### config.mk
export PLATFORM = sky130hd
export DESIGN_NAME = fsts_sequencer
export DESIGN_NICKNAME = d
export VERILOG_FILES = /design/src/core/fsts_pkg.sv /design/src/core/fsts_timer.sv /design/src/core/fsts_sequencer.sv
export SDC_FILE = /design/constraint.sdc
export NUM_CORES = 1
export LEC_CHECK = 0
export BUFFER_PORTS_ARGS = -buffer_cell sky130_fd_sc_hd__buf_2
export CAP_MARGIN = 20
export CORE_MARGIN = 5
export CORE_UTILIZATION = 50
export CTS_BUF_LIST = sky130_fd_sc_hd__clkbuf_2 sky130_fd_sc_hd__clkbuf_4 sky130_fd_sc_hd__clkbuf_8
export DETAILED_ROUTE_END_ITERATION = 10
export PLACE_DENSITY = 0.72
export REMOVE_ABC_BUFFERS = 1
export SLEW_MARGIN = 5
export SYNTH_ARGS = -nofsm -noshare
export SYNTH_HDL_FRONTEND = slang
export SYNTH_SLANG_ARGS = --single-unit
### constraint.sdc
create_clock -name mclk_i -period 6.1 [get_ports mclk_i]
set_input_delay 0.305 -clock mclk_i [delete_from_list [all_inputs] [get_ports mclk_i]]
set_output_delay 0.305 -clock mclk_i [all_outputs]
set_load 0.05 [all_outputs]
### src/core/fsts_pkg.sv
// Purpose: Shared constants and types for the failsafe I/O test stop sequencer
// Assumes: 25 MHz system clock, one sampling tick per safety sampling period
// Notes: Times are in microseconds; cycle counts derive from the clock rate
package fsts_pkg;
    localparam int unsigned FSTS_CLK_HZ = 25000000;
    localparam int unsigned FSTS_NUM_IN = 10;
    localparam int unsigned FSTS_NUM_OUT = 4;
    localparam int unsigned FSTS_NUM_COMM = 6;
    localparam int unsigned FSTS_TW = 24;
    // Fixed least wait in the input phase
    localparam int unsigned FSTS_IN_WAIT_US = 20000;
    localparam int unsigned FSTS_US_CYC = FSTS_CLK_HZ / 1000000;
    localparam logic [23:0] FSTS_IN_WAIT_CYC = 24'(FSTS_IN_WAIT_US * FSTS_US_CYC);
    // Input bits checked in each input step
    localparam logic [9:0] FSTS_IN_GRP_A = 10'h01f;
    localparam logic [9:0] FSTS_IN_GRP_B = 10'h3e0;
    // Output switch pattern per step: {high side, low side}
    localparam logic [9:0] FSTS_SW_PAT = {2'b00, 2'b11, 2'b01, 2'b10, 2'b00};
    // Expected response per step, step 0 in bit 4
    localparam logic [4:0] FSTS_EXP_M1 = 5'b00010;
    localparam logic [4:0] FSTS_EXP_M2 = 5'b10001;
    localparam logic [4:0] FSTS_EXP_M3 = 5'b10111;
    localparam logic [1:0] FSTS_MODE_1 = 2'h0;
    localparam logic [1:0] FSTS_MODE_2 = 2'h1;
    localparam logic [1:0] FSTS_MODE_3 = 2'h2;
    localparam logic [7:0] FSTS_FAULT_NONE = 8'h00;
    localparam logic [7:0] FSTS_FAULT_IN_BASE = 8'h01;
    localparam logic [7:0] FSTS_FAULT_OUT_BASE = 8'h10;
    typedef enum logic [2:0] {
        FSTS_IDLE, FSTS_IN_STEP, FSTS_IN_WAIT, FSTS_OUT_STEP, FSTS_OUT_WAIT, FSTS_DONE
    } fsts_state_e;
endpackage

### src/core/fsts_timer.sv
// Purpose: Interval timer that counts sampling ticks down to zero
// Assumes: Load has priority over counting
// Notes: expired_o is a level, held until the next load
`timescale 1ns/1ns
module fsts_timer import fsts_pkg::*; #(
    parameter int unsigned W = 32
) (
    input wire logic mclk_i, // System clock
    input wire logic rst_n_i, // Async reset, active low
    input wire logic ce_i, // Clock enable
    input wire logic load_i, // Restart the interval
    input wire logic tick_i, // Sampling tick
    input wire logic [W-1:0] period_i, // Interval in ticks
    output logic expired_o // Interval elapsed
);
    logic [W-1:0] cnt_reg;
    logic run_reg;
    always_ff @(posedge mclk_i or negedge rst_n_i) begin
        if (!rst_n_i) begin
            cnt_reg <= '0;
            run_reg <= 1'b0;
            expired_o <= 1'b0;
        end else if (ce_i) begin
            if (load_i) begin
                cnt_reg <= period_i;
                run_reg <= 1'b1;
                expired_o <= 1'b0;
            end else if (run_reg && tick_i) begin
                if (cnt_reg <= W'(1)) begin
                    run_reg <= 1'b0;
                    expired_o <= 1'b1;
                end else begin
                    cnt_reg <= cnt_reg - W'(1);
                end
            end
        end
    end
endmodule // fsts_timer

### src/core/fsts_sequencer.sv
// Purpose: Test stop sequencer for ten failsafe inputs and four failsafe outputs
// Assumes: All inputs synchronous to mclk_i; times given in clock cycles, test interval in sampling ticks
// Notes: Fault code names the failing step; outputs come from flip-flops
`timescale 1ns/1ns
module fsts_sequencer import fsts_pkg::*; #(
    parameter int unsigned TW = FSTS_TW,
    parameter int unsigned IW = 32,
    parameter int unsigned IN_WAIT_CYC = FSTS_IN_WAIT_CYC
) (
    input wire logic mclk_i, // System clock, 25 MHz
    input wire logic rst_n_i, // Async reset, active low
    input wire logic ce_i, // Clock enable
    input wire logic test_trigger_source_i, // Start request, rising edge
    input wire logic auto_power_on_test_bit_i, // Start after power-on
    input wire logic [IW-1:0] test_interval_timer_i, // Interval in ticks
    input wire logic [3:0] output_feedback_enable_mask_i, // Outputs under test
    input wire logic [7:0] output_test_mode_select_i, // Mode per output, 2 bits
    input wire logic [9:0] input_test_select_mask_i, // Inputs under test
    input wire logic [TW-1:0] feedback_wait_time_i, // Feedback wait, cycles
    input wire logic [TW-1:0] input_debounce_time_i, // Debounce, cycles
    input wire logic [6*TW-1:0] comm_sampling_times_i, // Six sampling times, cycles
    input wire logic [9:0] failsafe_input_i, // Raw failsafe inputs
    input wire logic [3:0] feedback_in_i, // Feedback inputs 20 to 23
    input wire logic [3:0] diagnostic_feedback_i, // Output diagnostic lines
    input wire logic [3:0] output_cmd_i, // Normal output commands
    output logic [9:0] failsafe_value_o, // Inputs to safety logic
    output logic [3:0] out_high_o, // High-side switches
    output logic [3:0] out_low_o, // Low-side switches
    output logic first_sensor_supply_o, // Sensor supply 1 on
    output logic second_sensor_supply_o, // Sensor supply 2 on
    output logic test_due_alarm_o, // Test due
    output logic test_active_alarm_o, // Test running
    output logic test_fault_o, // Test fault present
    output logic [7:0] test_fault_value_o, // Failing step code
    output logic [TW-1:0] safety_sampling_period_o, // Current sampling period
    output logic tick_o // Sampling tick pulse
);
    // ------------------------------------------------------------
    // Helper functions
    // ------------------------------------------------------------
    function automatic logic [TW-1:0] max3(input logic [TW-1:0] a, input logic [TW-1:0] b,
                                           input logic [TW-1:0] c);
        logic [TW-1:0] m;
        m = (a > b) ? a : b;
        return (m > c) ? m : c;
    endfunction

    function automatic logic exp_bit(input logic [1:0] mode, input logic [2:0] step);
        logic [4:0] t;
        t = (mode == FSTS_MODE_1) ? FSTS_EXP_M1 :
            (mode == FSTS_MODE_2) ? FSTS_EXP_M2 : FSTS_EXP_M3;
        return t[3'd4 - step];
    endfunction

    // ------------------------------------------------------------
    // Sampling period and tick
    // ------------------------------------------------------------
    logic [TW-1:0] min_period;
    always_comb begin
        min_period = comm_sampling_times_i[TW-1:0];
        for (int i = 1; i < FSTS_NUM_COMM; i++) begin
            if (comm_sampling_times_i[i*TW +: TW] < min_period) begin
                min_period = comm_sampling_times_i[i*TW +: TW];
            end
        end
    end
    wire [TW-1:0] period_eff = (min_period == '0) ? TW'(1) : min_period;

    logic [TW-1:0] tick_cnt_reg;
    wire tick_now = (tick_cnt_reg >= period_eff - TW'(1));
    always_ff @(posedge mclk_i or negedge rst_n_i) begin
        if (!rst_n_i) begin
            tick_cnt_reg <= '0;
            tick_o <= 1'b0;
            safety_sampling_period_o <= '0;
        end else if (ce_i) begin
            tick_cnt_reg <= tick_now ? '0 : tick_cnt_reg + TW'(1);
            tick_o <= tick_now;
            safety_sampling_period_o <= period_eff;
        end
    end

    // ------------------------------------------------------------
    // Input debounce
    // ------------------------------------------------------------
    logic [9:0] deb_reg;
    logic [9:0] raw_prev_reg;
    logic [TW-1:0] deb_cnt_reg;
    wire raw_changed = (failsafe_input_i != raw_prev_reg);
    always_ff @(posedge mclk_i or negedge rst_n_i) begin
        if (!rst_n_i) begin
            deb_reg <= '0;
            raw_prev_reg <= '0;
            deb_cnt_reg <= '0;
        end else if (ce_i) begin
            raw_prev_reg <= failsafe_input_i;
            if (raw_changed) begin
                deb_cnt_reg <= '0;
            end else if (deb_cnt_reg >= input_debounce_time_i) begin
                deb_reg <= failsafe_input_i;
            end else begin
                deb_cnt_reg <= deb_cnt_reg + TW'(1);
            end
        end
    end

    // ------------------------------------------------------------
    // Waits and start requests
    // ------------------------------------------------------------
    wire [TW-1:0] in_wait = max3(TW'(IN_WAIT_CYC), period_eff, input_debounce_time_i);
    wire [TW-1:0] out_wait = max3(feedback_wait_time_i, period_eff, input_debounce_time_i);

    logic trig_prev_reg;
    logic por_pend_reg;
    wire trig_rise = test_trigger_source_i && !trig_prev_reg;

    // ------------------------------------------------------------
    // Sequencer
    // ------------------------------------------------------------
    fsts_state_e state_reg;
    logic [2:0] step_reg;
    logic [TW-1:0] wait_reg;
    logic [7:0] fault_next;
    logic run_ok_reg;
    logic timer_load_reg;
    logic timer_expired;

    wire [9:0] in_grp = (step_reg == 3'd0) ? FSTS_IN_GRP_A : FSTS_IN_GRP_B;
    wire in_bad = |(deb_reg & in_grp & input_test_select_mask_i);
    wire [1:0] sw_pair = FSTS_SW_PAT[(3'd4 - step_reg) * 2 +: 2];

    logic [3:0] resp_bad;
    always_comb begin
        for (int o = 0; o < FSTS_NUM_OUT; o++) begin
            logic [1:0] md;
            logic seen;
            md = output_test_mode_select_i[o*2 +: 2];
            seen = (md == FSTS_MODE_1) ? diagnostic_feedback_i[o] : feedback_in_i[o];
            resp_bad[o] = output_feedback_enable_mask_i[o] && (seen != exp_bit(md, step_reg));
        end
    end
    wire out_bad = |resp_bad;
    wire wait_done = (wait_reg == '0);
    wire start_req = trig_rise || por_pend_reg;
    assign fault_next = (state_reg == FSTS_IN_WAIT) ? FSTS_FAULT_IN_BASE + 8'(step_reg) :
                        FSTS_FAULT_OUT_BASE + 8'(step_reg);

    always_ff @(posedge mclk_i or negedge rst_n_i) begin
        if (!rst_n_i) begin
            state_reg <= FSTS_IDLE;
            step_reg <= '0;
            wait_reg <= '0;
            run_ok_reg <= 1'b0;
            trig_prev_reg <= 1'b0;
            por_pend_reg <= 1'b0;
            timer_load_reg <= 1'b0;
            test_fault_o <= 1'b0;
            test_fault_value_o <= FSTS_FAULT_NONE;
        end else if (ce_i) begin
            trig_prev_reg <= test_trigger_source_i;
            timer_load_reg <= 1'b0;
            if (!run_ok_reg) begin
                run_ok_reg <= 1'b1;
                por_pend_reg <= auto_power_on_test_bit_i;
            end
            unique case (state_reg)
                FSTS_IDLE: begin
                    if (start_req && run_ok_reg) begin
                        por_pend_reg <= 1'b0;
                        step_reg <= '0;
                        test_fault_o <= 1'b0;
                        test_fault_value_o <= FSTS_FAULT_NONE;
                        state_reg <= FSTS_IN_STEP;
                    end
                end
                FSTS_IN_STEP: begin
                    if (tick_o) begin
                        wait_reg <= in_wait;
                        state_reg <= FSTS_IN_WAIT;
                    end
                end
                FSTS_IN_WAIT: begin
                    if (!wait_done) begin
                        wait_reg <= wait_reg - TW'(1);
                    end else if (in_bad) begin
                        test_fault_o <= 1'b1;
                        test_fault_value_o <= fault_next;
                        state_reg <= FSTS_DONE;
                    end else if (step_reg == 3'd1) begin
                        step_reg <= '0;
                        state_reg <= FSTS_OUT_STEP;
                    end else begin
                        step_reg <= step_reg + 3'd1;
                        state_reg <= FSTS_IN_STEP;
                    end
                end
                FSTS_OUT_STEP: begin
                    if (tick_o) begin
                        wait_reg <= out_wait;
                        state_reg <= FSTS_OUT_WAIT;
                    end
                end
                FSTS_OUT_WAIT: begin
                    if (!wait_done) begin
                        wait_reg <= wait_reg - TW'(1);
                    end else if (out_bad) begin
                        test_fault_o <= 1'b1;
                        test_fault_value_o <= fault_next;
                        state_reg <= FSTS_DONE;
                    end else if (step_reg == 3'd4) begin
                        timer_load_reg <= 1'b1;
                        state_reg <= FSTS_DONE;
                    end else begin
                        step_reg <= step_reg + 3'd1;
                        state_reg <= FSTS_OUT_STEP;
                    end
                end
                FSTS_DONE: begin
                    step_reg <= '0;
                    state_reg <= FSTS_IDLE;
                end
            endcase
        end
    end

    // ------------------------------------------------------------
    // Interval timer
    // ------------------------------------------------------------
    fsts_timer #(.W(IW)) u_timer (
        .mclk_i(mclk_i),
        .rst_n_i(rst_n_i),
        .ce_i(ce_i),
        .load_i(timer_load_reg),
        .tick_i(tick_o),
        .period_i(test_interval_timer_i),
        .expired_o(timer_expired)
    );

    // ------------------------------------------------------------
    // Outputs and alarms
    // ------------------------------------------------------------
    wire running = (state_reg != FSTS_IDLE) && (state_reg != FSTS_DONE);
    wire in_phase = (state_reg == FSTS_IN_STEP) || (state_reg == FSTS_IN_WAIT);
    wire out_phase = (state_reg == FSTS_OUT_STEP) || (state_reg == FSTS_OUT_WAIT);
    wire mode1_all = (output_test_mode_select_i[1:0] == FSTS_MODE_1);
    wire sup1_next = !(in_phase && (step_reg == 3'd0 || mode1_all));
    wire sup2_next = !(in_phase && step_reg == 3'd1 && mode1_all);
    wire [3:0] hi_next = running ?
        (out_phase ? (output_feedback_enable_mask_i & {4{sw_pair[1]}}) : 4'h0) : output_cmd_i;
    wire [3:0] lo_next = running ?
        (out_phase ? (output_feedback_enable_mask_i & {4{sw_pair[0]}}) : 4'h0) : output_cmd_i;

    always_ff @(posedge mclk_i or negedge rst_n_i) begin
        if (!rst_n_i) begin
            failsafe_value_o <= '0;
            out_high_o <= '0;
            out_low_o <= '0;
            first_sensor_supply_o <= 1'b1;
            second_sensor_supply_o <= 1'b1;
            test_due_alarm_o <= 1'b1;
            test_active_alarm_o <= 1'b0;
        end else if (ce_i) begin
            if (!running) begin
                failsafe_value_o <= deb_reg;
            end
            out_high_o <= hi_next;
            out_low_o <= lo_next;
            first_sensor_supply_o <= sup1_next;
            second_sensor_supply_o <= sup2_next;
            if (state_reg == FSTS_DONE) begin
                test_active_alarm_o <= 1'b0;
                test_due_alarm_o <= test_fault_o;
            end else begin
                test_active_alarm_o <= running;
                if (timer_expired) begin
                    test_due_alarm_o <= 1'b1;
                end
            end
        end
    end
endmodule // fsts_sequencer

# Word-level counts from Yosys, hierarchy flattened
# Index checks and enable logic that the tools add are counted.
[totals] regBits=192 inputBits=273 out_inout_bits=56 word_cells=223
[op_classes] n_addsub=10 magnitude_cmp=13 n_eq_ne=30 shifts=1 muxes=92 n_bitwise=6 reduce_logical=46
[op_table] operator="2-to-1 mux 24 bit" count=16
[op_table] operator="< comparator 24 bit" count=5
[op_table] operator="2-to-1 mux 32 bit" count=3
[op_table] operator="> comparator 24 bit" count=3
[op_table] operator="case mux 24 bit (3 select lines)" count=1
[op_table] operator="2-to-1 mux 3 bit" count=19
[op_table] operator="adder 24 x 1 -> 24 bit (second input constant)" count=2
[op_table] operator="greater-or-equal comparator 24 bit" count=2
[op_table] operator="logical NOT 24 bit" count=2
[op_table] operator="subtractor 24 x 1 -> 24 bit (second input constant)" count=2
[op_table] operator="2-to-1 mux 8 bit" count=5
[op_table] operator="variable part select 10 x 33 -> 2 bit (first input constant)" count=1
[op_table] operator="<= comparator 32 x 1 -> 1 bit (second input constant)" count=1
[op_table] operator="subtractor 32 x 1 -> 32 bit (second input constant)" count=1
[op_table] operator="2-to-1 mux 1 bit" count=29
[op_table] operator="inequality test 2 bit (second input constant)" count=13
[op_table] operator="> comparator 19 x 24 -> 1 bit (first input constant)" count=1
[op_table] operator="case mux 8 bit (3 select lines)" count=1
[op_table] operator="bitwise AND 10 bit" count=2
[op_table] operator="2-to-1 mux 5 bit" count=4
[op_table] operator="case mux 3 bit (6 select lines)" count=1
[op_table] operator="2-to-1 mux 4 bit" count=4
[op_table] operator="binary-select mux 1 bit (select 3 bit)" count=4
[op_table] operator="case mux 3 bit (4 select lines)" count=1
[op_table] operator="other kinds (36)" count=75

# Longest topological paths before layout
[depth] ltp_word=18 mapped_depth=104

# Cells and area by module
# A second synthesis with hierarchy kept.
[hier_totals] hier_cells=2464 area_unflattened_um2=19766.5
[modules_own_cells] module="fsts_sequencer" n_inst=1 cells_each=2155 area_each_um2=17215.3 seq_area_each_um2=3882.5
[modules_own_cells] module="fsts_timer" n_inst=1 cells_each=309 area_each_um2=2551.2 seq_area_each_um2=850.8

# Worst setup path after synthesis
# Ideal clock, no wire load.
[synth_timing] path_kind="in2reg" start="in comm_sampling_times_i[7]" end="reg wait_reg[18]" setup_ps=67 arrival_ps=18117 path_slack_ps=-12083 cell_stages=99 path_buffers=13 path_cell_list="inv_1 -> ha_1 -> a21oi_1 -> a211oi_1 -> or3_1 -> o31ai_1 -> nand2_1 -> buf_1 -> mux2i_1 -> ha_1 -> nand4_1 -> nor4_2 -> and3_1 -> o21ai_0 -> a221oi_1 -> o2111ai_1 -> nand2_1 -> clkbuf_1 -> [... 63 more ...] -> a21oi_1 -> ha_1 -> a21o_1 -> a21oi_1 -> nor2b_1 -> o21ai_0 -> nand2b_1 -> a21oi_1 -> nor2b_1 -> o21ai_0 -> o21ai_0 -> a211oi_1 -> a31oi_1 -> nor3_1 -> or2_2 -> nand2_1 -> o211ai_1 -> a221o_1"
[synth_via] elab_chain_len=18 elab_cells_between_ends=23 cone_classes="9 x order compare; 13 x mux; 1 x reduce/logical"
[synth_rtl] element="start: declaration" line="fsts_sequencer.sv:21" text="input wire logic [6*TW-1:0] comm_sampling_times_i,"
[synth_rtl] element="< comparator 24 bit" line="fsts_sequencer.sv:62" text="if (comm_sampling_times_i[i*TW +: TW] < min_period) begin"
[synth_rtl] element="2-to-1 mux 24 bit (*)" line="fsts_sequencer.sv:62"
[synth_rtl] element="< comparator 24 bit" line="fsts_sequencer.sv:62"
[synth_rtl] element="2-to-1 mux 24 bit (*)" line="fsts_sequencer.sv:62"
[synth_rtl] element="< comparator 24 bit" line="fsts_sequencer.sv:62"
[synth_rtl] element="2-to-1 mux 24 bit (*)" line="fsts_sequencer.sv:62"
[synth_rtl] element="< comparator 24 bit" line="fsts_sequencer.sv:62"
[synth_rtl] element="2-to-1 mux 24 bit (*)" line="fsts_sequencer.sv:62"
[synth_rtl] element="[... 2 more ...]"
[synth_rtl] element="logical NOT 24 bit" line="fsts_sequencer.sv:67" text="wire [TW-1:0] period_eff = (min_period == '0) ? TW'(1) : min_period;"
[synth_rtl] element="2-to-1 mux 24 bit (*)" line="fsts_sequencer.sv:67"
[synth_rtl] element="> comparator 24 bit / > comparator 19 x 24 -> 1 bit (equally long branches)" line="fsts_sequencer.sv:44" text="m = (a > b) ? a : b;"
[synth_rtl] element="2-to-1 mux 24 bit" line="fsts_sequencer.sv:44"
[synth_rtl] element="> comparator 24 bit" line="fsts_sequencer.sv:45" text="return (m > c) ? m : c;"
[synth_rtl] element="2-to-1 mux 24 bit" line="fsts_sequencer.sv:45"
[synth_rtl] element="2-to-1 mux 24 bit (on tied branches)" line="fsts_sequencer.sv:198, fsts_sequencer.sv:177"
[synth_rtl] element="case mux 24 bit (3 select lines) (*)" line="fsts_sequencer.sv:166" text="unique case (state_reg)"
[synth_rtl] element="end signal: assignment" line="fsts_sequencer.sv:178" text="wait_reg <= in_wait;"
[synth_rtl] element="end signal: assignment" line="fsts_sequencer.sv:199" text="wait_reg <= out_wait;"
[synth_rtl] element="end signal: assignment" line="fsts_sequencer.sv:205" text="wait_reg <= wait_reg - TW'(1);"
[synth_rtl] element="end: declaration" line="fsts_sequencer.sv:122" text="logic [TW-1:0] wait_reg;"
# Every way passes the cells marked *; elsewhere a longest branch is shown, timed or not. The select of a mux whose other input is x is not followed.
# A chain may end at the register's enable or synchronous reset.

# Worst setup path after layout
[layout_timing] start="in comm_sampling_times_i[14]" end="reg wait_reg[10]"
# Same word-level chain as after synthesis.

==> flow_summary_export.csv <==
group,metric,value,unit
worst_setup_path,start_point_of_the_critical_path,"comm_sampling_times_i[14]",
floorplanning,die_area,42100,um2
worst_setup_path,critical_path.max_stage_delay,0.53,ns
timing,final_max_slew_viol_count,0,
timing,tcrit_tclk_final,280,%
cts,clk_transition_reported_paths,0.11,ns
outcome,violations,"negative setup slack",
drt,met3_length,10200,um
finish,multi_input_comb_area,15500,um2
drt,ant_nets,0,
worst_setup_path,endpoint,"wait_reg[10]",
logic_synthesis,combinational_family_with_the_most_area_after_synthesis,"compound AO/OA/AOI/OAI gates",
finish,finalNetCount,3754,
logic_synthesis,synth.avg_cell_area,8.01,um2
logic_synthesis,area_share_of_and_or_nand_nor_cells_after_synthesis,20.6,%
floorplanning,die_width,205,um
timing,period_minus_slack,17.05,ns
placed_design,port_buffers,325,
logic_synthesis,synth_seq_area_share,24.8,%
logic_synthesis,synthAdderAreaFrac,15.9,%
logic_synthesis,yosysWarningCount,0,
grt,global_route.usage.total,36.9,%
timing,worst-slew-pin-transition,1.01,ns
timing,setup-tns-final,-668.24,ns
worst_setup_path,criticalPathCategory,"in -> reg",
drt,detailroute.via_count,23900,
grt,grt_first_pass_wirelength,124000,um
worst_hold_path,hold_class,"in -> reg",
logic_synthesis,synth_compound_area_share,24.9,%
cts,cts_num_sinks,189,
logic_synthesis,synthDistinctLibCells,93,
cts,clk_latency,0.53,ns
finish,post_route_cells_drive_above_1_share,41.4,%
floorplanning,io_pins,329,
grt,first_global_vias,23300,
drt,routed_wl,86000,um
power,pwr_density_cell,463,nW/um2
logic_synthesis,mappedNetlistArea,19100,um2
power,ir_worst_vdd,305,uV
drt,firstDrtPassIters,8,
outcome,outcome,"finished, violations left",
logic_synthesis,synth_seq_cells,189,
timing,rsz_0062_raised_after_global_routing,"true",
cts,cts_htree_levels,4,
logic_synthesis,synth_cells,2381,
logic_synthesis,async_reset_ff_share,100,%
cts,tritoncts,"built",
logic_synthesis,synth_enable_flop_cells,0,
logic_synthesis,synth-main-ff-cell,"sky130_fd_sc_hd__dfrtp_1",
placed_design,routabilityCongestion,1.01,
worst_setup_path,cp-end-kind,"flop",
worst_setup_path,cp.arrival,17.46,ns
timing,finalHoldViolations,0,
timing,timing.final.setup_violations,73,
worst_setup_path,timing.critical_path.from_type,"primary input",
drt,route.detailed.wl_per_inst,22.8,um
cts,cts_inserted_buffers,17,
grt,number_of_antenna_violations_at_the_first_check_in_global_routing,10,
cts,cts_buffer_depth,2,
grt,grt_max_degree,126,
worst_setup_path,cpMaxStageDelayCell,"sky130_fd_sc_hd__or4_4",
floorplanning,start_util,50.6,%
floorplanning,die_height,205,um
worst_setup_path,timing.reg2reg.setup_slack,0.91,ns
drt,met1_routed_wirelength_after_detailed_routing,32500,um
worst_setup_path,worst-r2r-cell-count,17,
worst_setup_path,critical_path_required,6.51,ns
timing,timing.fmax,0.0586,GHz
logic_synthesis,yosys-mux-area-fraction,5.82,%
logic_synthesis,synth_xor_area_share,3.22,%
cts,ctsRootBufferMaster,"sky130_fd_sc_hd__clkbuf_8",
finish,sequential_cell_area_in_the_final_layout,4730,um2
timing,relative_slew_slack,32.8,%
finish,layout-area-overhead-vs-synth,49.9,%
placed_design,placement.setup.worst_slack,-11.59,ns
power,leakagePower,13.6,nW
drt,route.detailed.vias_per_inst,6.34,
grt,overflow,0,
job,max_cap_violations,0,
drt,detailedRoute.firstIterationViolations,2893,
placed_design,place_hpwl,58900,um
timing,worst_skew,0.0121,ns
worst_setup_path,critPathMaxFanout,9,
finish,largest_register_ff_count,32,
timing,fin_ws,-10.95,ns
floorplanning,fp_rows,71,
drt,route.top_layer_used,"met4",
worst_setup_path,crit_top_cell,"sky130_fd_sc_hd__a21o_1",
worst_setup_path,critical_path.reg2reg.endpoint,"wait_reg[18]",
floorplanning,core_footprint,37700,um2
drt,wl_met2,37700,um
drt,drc_errors,0,
finish,filler_cell_count,2635,
worst_setup_path,crit-reg2reg-launch,"wait_reg[0]",
-- layout make-up --
class	count	area share (%)
Antenna cell	10	0.0875
Timing Repair Buffer	932	23.9
Clock buffer	20	0.941
Tap cell	511	2.24
Clock inverter	12	0.420
Sequential cell	189	16.6
Multi-Input combinational cell	1966	54.1
Inverter	133	1.79
-- critical path, delay by kind of cell --
kind	cells	cell delay (ns)
AOI/OAI and AO/OA	49	8.20
and+or+nand+nor	27	4.07
buffers and inverters	18	2.52
adders and majority gates	7	1.82
muxes	1	0.45
-- where the power goes --
group          leakage, nW  internal, mW  switching [mW]  total [mW]
Sequential            2.38          1.55           0.296        1.84
Combinational         11.0          4.84            5.70        10.5
Clock                0.195         0.328           0.531       0.858
-- metrics by stage --
stage / cell area [um2] / util (%) / power, mW / instances / hold slack [ns]
after global placement: 24500 / 65.1 / 9.23 / 3588 / 0.451
after global routing: 28600 / 75.9 / 13.9 / 3773 / 0.0178
after CTS: 27600 / 73.3 / 12.0 / 3723 / 0.00845
final: 28600 / 75.9 / 13.2 / 3773 / 0.0383
after floorplan: 18700 / - / 5.95 / 2285 / 0.00941
after detailed placement: 24500 / 65.1 / 9.42 / 3588 / 0.454
-- cells in the final DEF, fill, tap and decap left out, types with 19 or more instances in the layout --
cell | synthesis | final
sky130_fd_sc_hd__a21o_1 | 62 | 62
sky130_fd_sc_hd__a21oi_1 | 209 | 138
sky130_fd_sc_hd__a21oi_2 | 1 | 60
sky130_fd_sc_hd__a22oi_1 | 33 | 31
sky130_fd_sc_hd__and3_1 | 25 | 22
sky130_fd_sc_hd__buf_2 | 9 | 310
sky130_fd_sc_hd__buf_4 | 5 | 516
sky130_fd_sc_hd__buf_6 | 1 | 71
sky130_fd_sc_hd__buf_8 | 0 | 20
sky130_fd_sc_hd__clkbuf_8 | 0 | 20
sky130_fd_sc_hd__dfrtp_1 | 186 | 185
sky130_fd_sc_hd__ha_1 | 242 | 201
sky130_fd_sc_hd__ha_4 | 0 | 36
sky130_fd_sc_hd__inv_1 | 133 | 111
sky130_fd_sc_hd__mux2_2 | 47 | 40
sky130_fd_sc_hd__mux2i_1 | 58 | 43
sky130_fd_sc_hd__nand2_1 | 129 | 115
sky130_fd_sc_hd__nand2b_1 | 33 | 32
sky130_fd_sc_hd__nand3_1 | 48 | 44
sky130_fd_sc_hd__nand4_1 | 47 | 47
sky130_fd_sc_hd__nor2_1 | 279 | 253
sky130_fd_sc_hd__nor2b_1 | 29 | 28
sky130_fd_sc_hd__nor3_1 | 71 | 63
sky130_fd_sc_hd__nor4_1 | 35 | 33
sky130_fd_sc_hd__o21a_1 | 29 | 19
sky130_fd_sc_hd__o21ai_0 | 207 | 158
sky130_fd_sc_hd__o21ai_1 | 5 | 37
sky130_fd_sc_hd__or3_1 | 28 | 26
sky130_fd_sc_hd__xnor2_1 | 39 | 39
sky130_fd_sc_hd__xor2_1 | 31 | 31
-- how the worst min path moves through the flow --
stage | from | end | slack, ns | cells past startpoint
5_1_grt | test_trigger_source_i | trig_prev_reg | 0.02 | 2
3_5_place_dp | test_due_alarm_o | test_due_alarm_o | 0.45 | 2
4_1_cts | test_trigger_source_i | trig_prev_reg | 0.008 | 2
3_3_place_gp | test_due_alarm_o | test_due_alarm_o | 0.45 | 2
2_1_floorplan | rst_n_i | deb_cnt_reg[0] | 0.009 | 0
6_report | test_trigger_source_i | trig_prev_reg | 0.04 | 2
-- Yosys cell counts, drive strengths merged, types with 8 or more instances --
cell type	count	share of area (%)
dfrtp	186	24
inv	133	2.6
a21o	62	2.4
xor2	31	1.4
nand2b	33	1.1
nor3	71	1.9
clkbuf	75	1.5
xnor2	39	1.8
o21a	30	1.2
and2	8	0.26
a31oi	15	0.52
a211oi	19	0.81
a22oi	33	1.3
buf	23	0.65
nor4	36	1.2
and4	9	0.41
nand4	47	1.5
nor2	279	5.5
nand2	130	2.6
or2	16	0.52
a21oi	210	5.5
o211ai	13	0.51
nand3	48	1.3
or4	15	0.59
o22ai	12	0.39
ha	242	16
mux2i	58	3.0
o21ai	214	5.7
a221oi	23	1.1
and3	27	0.94
or3	29	0.98
nor2b	29	0.95
o2bb2ai	9	0.41
o31ai	16	0.66
mux2	47	2.8
-- metal layers --
metal | track usage (%) | vias up
met5 | 0 | -
met4 | 16.7 | 0
met3 | 9.79 | 473
met2 | 58.6 | 1621
met1 | 47.2 | 11300
li1 | - | 10600
-- cells by family (layout without fill, tap and decap cells) --
kind of cell | count (synthesis) | in the layout
other | 1 | 13
adders and majority gates | 243 | 243
xor gates and xnor gates | 70 | 70
buffers and inverters | 231 | 1097
DFF | 189 | 189
and+or+nand+nor | 796 | 799
AOI/OAI and AO/OA | 746 | 746
muxes | 105 | 105
-- timing repair --
item,in CTS,in global routing
gates resized for setup,416,153
setup endpoints to repair,73,73
pin swaps,194,120
endpoints found under the hold margin,121,0
cloned,11,0
buffers inserted,93,55
hold buffers,1,0
No activity file was read; power rests on OpenSTA's default activity.
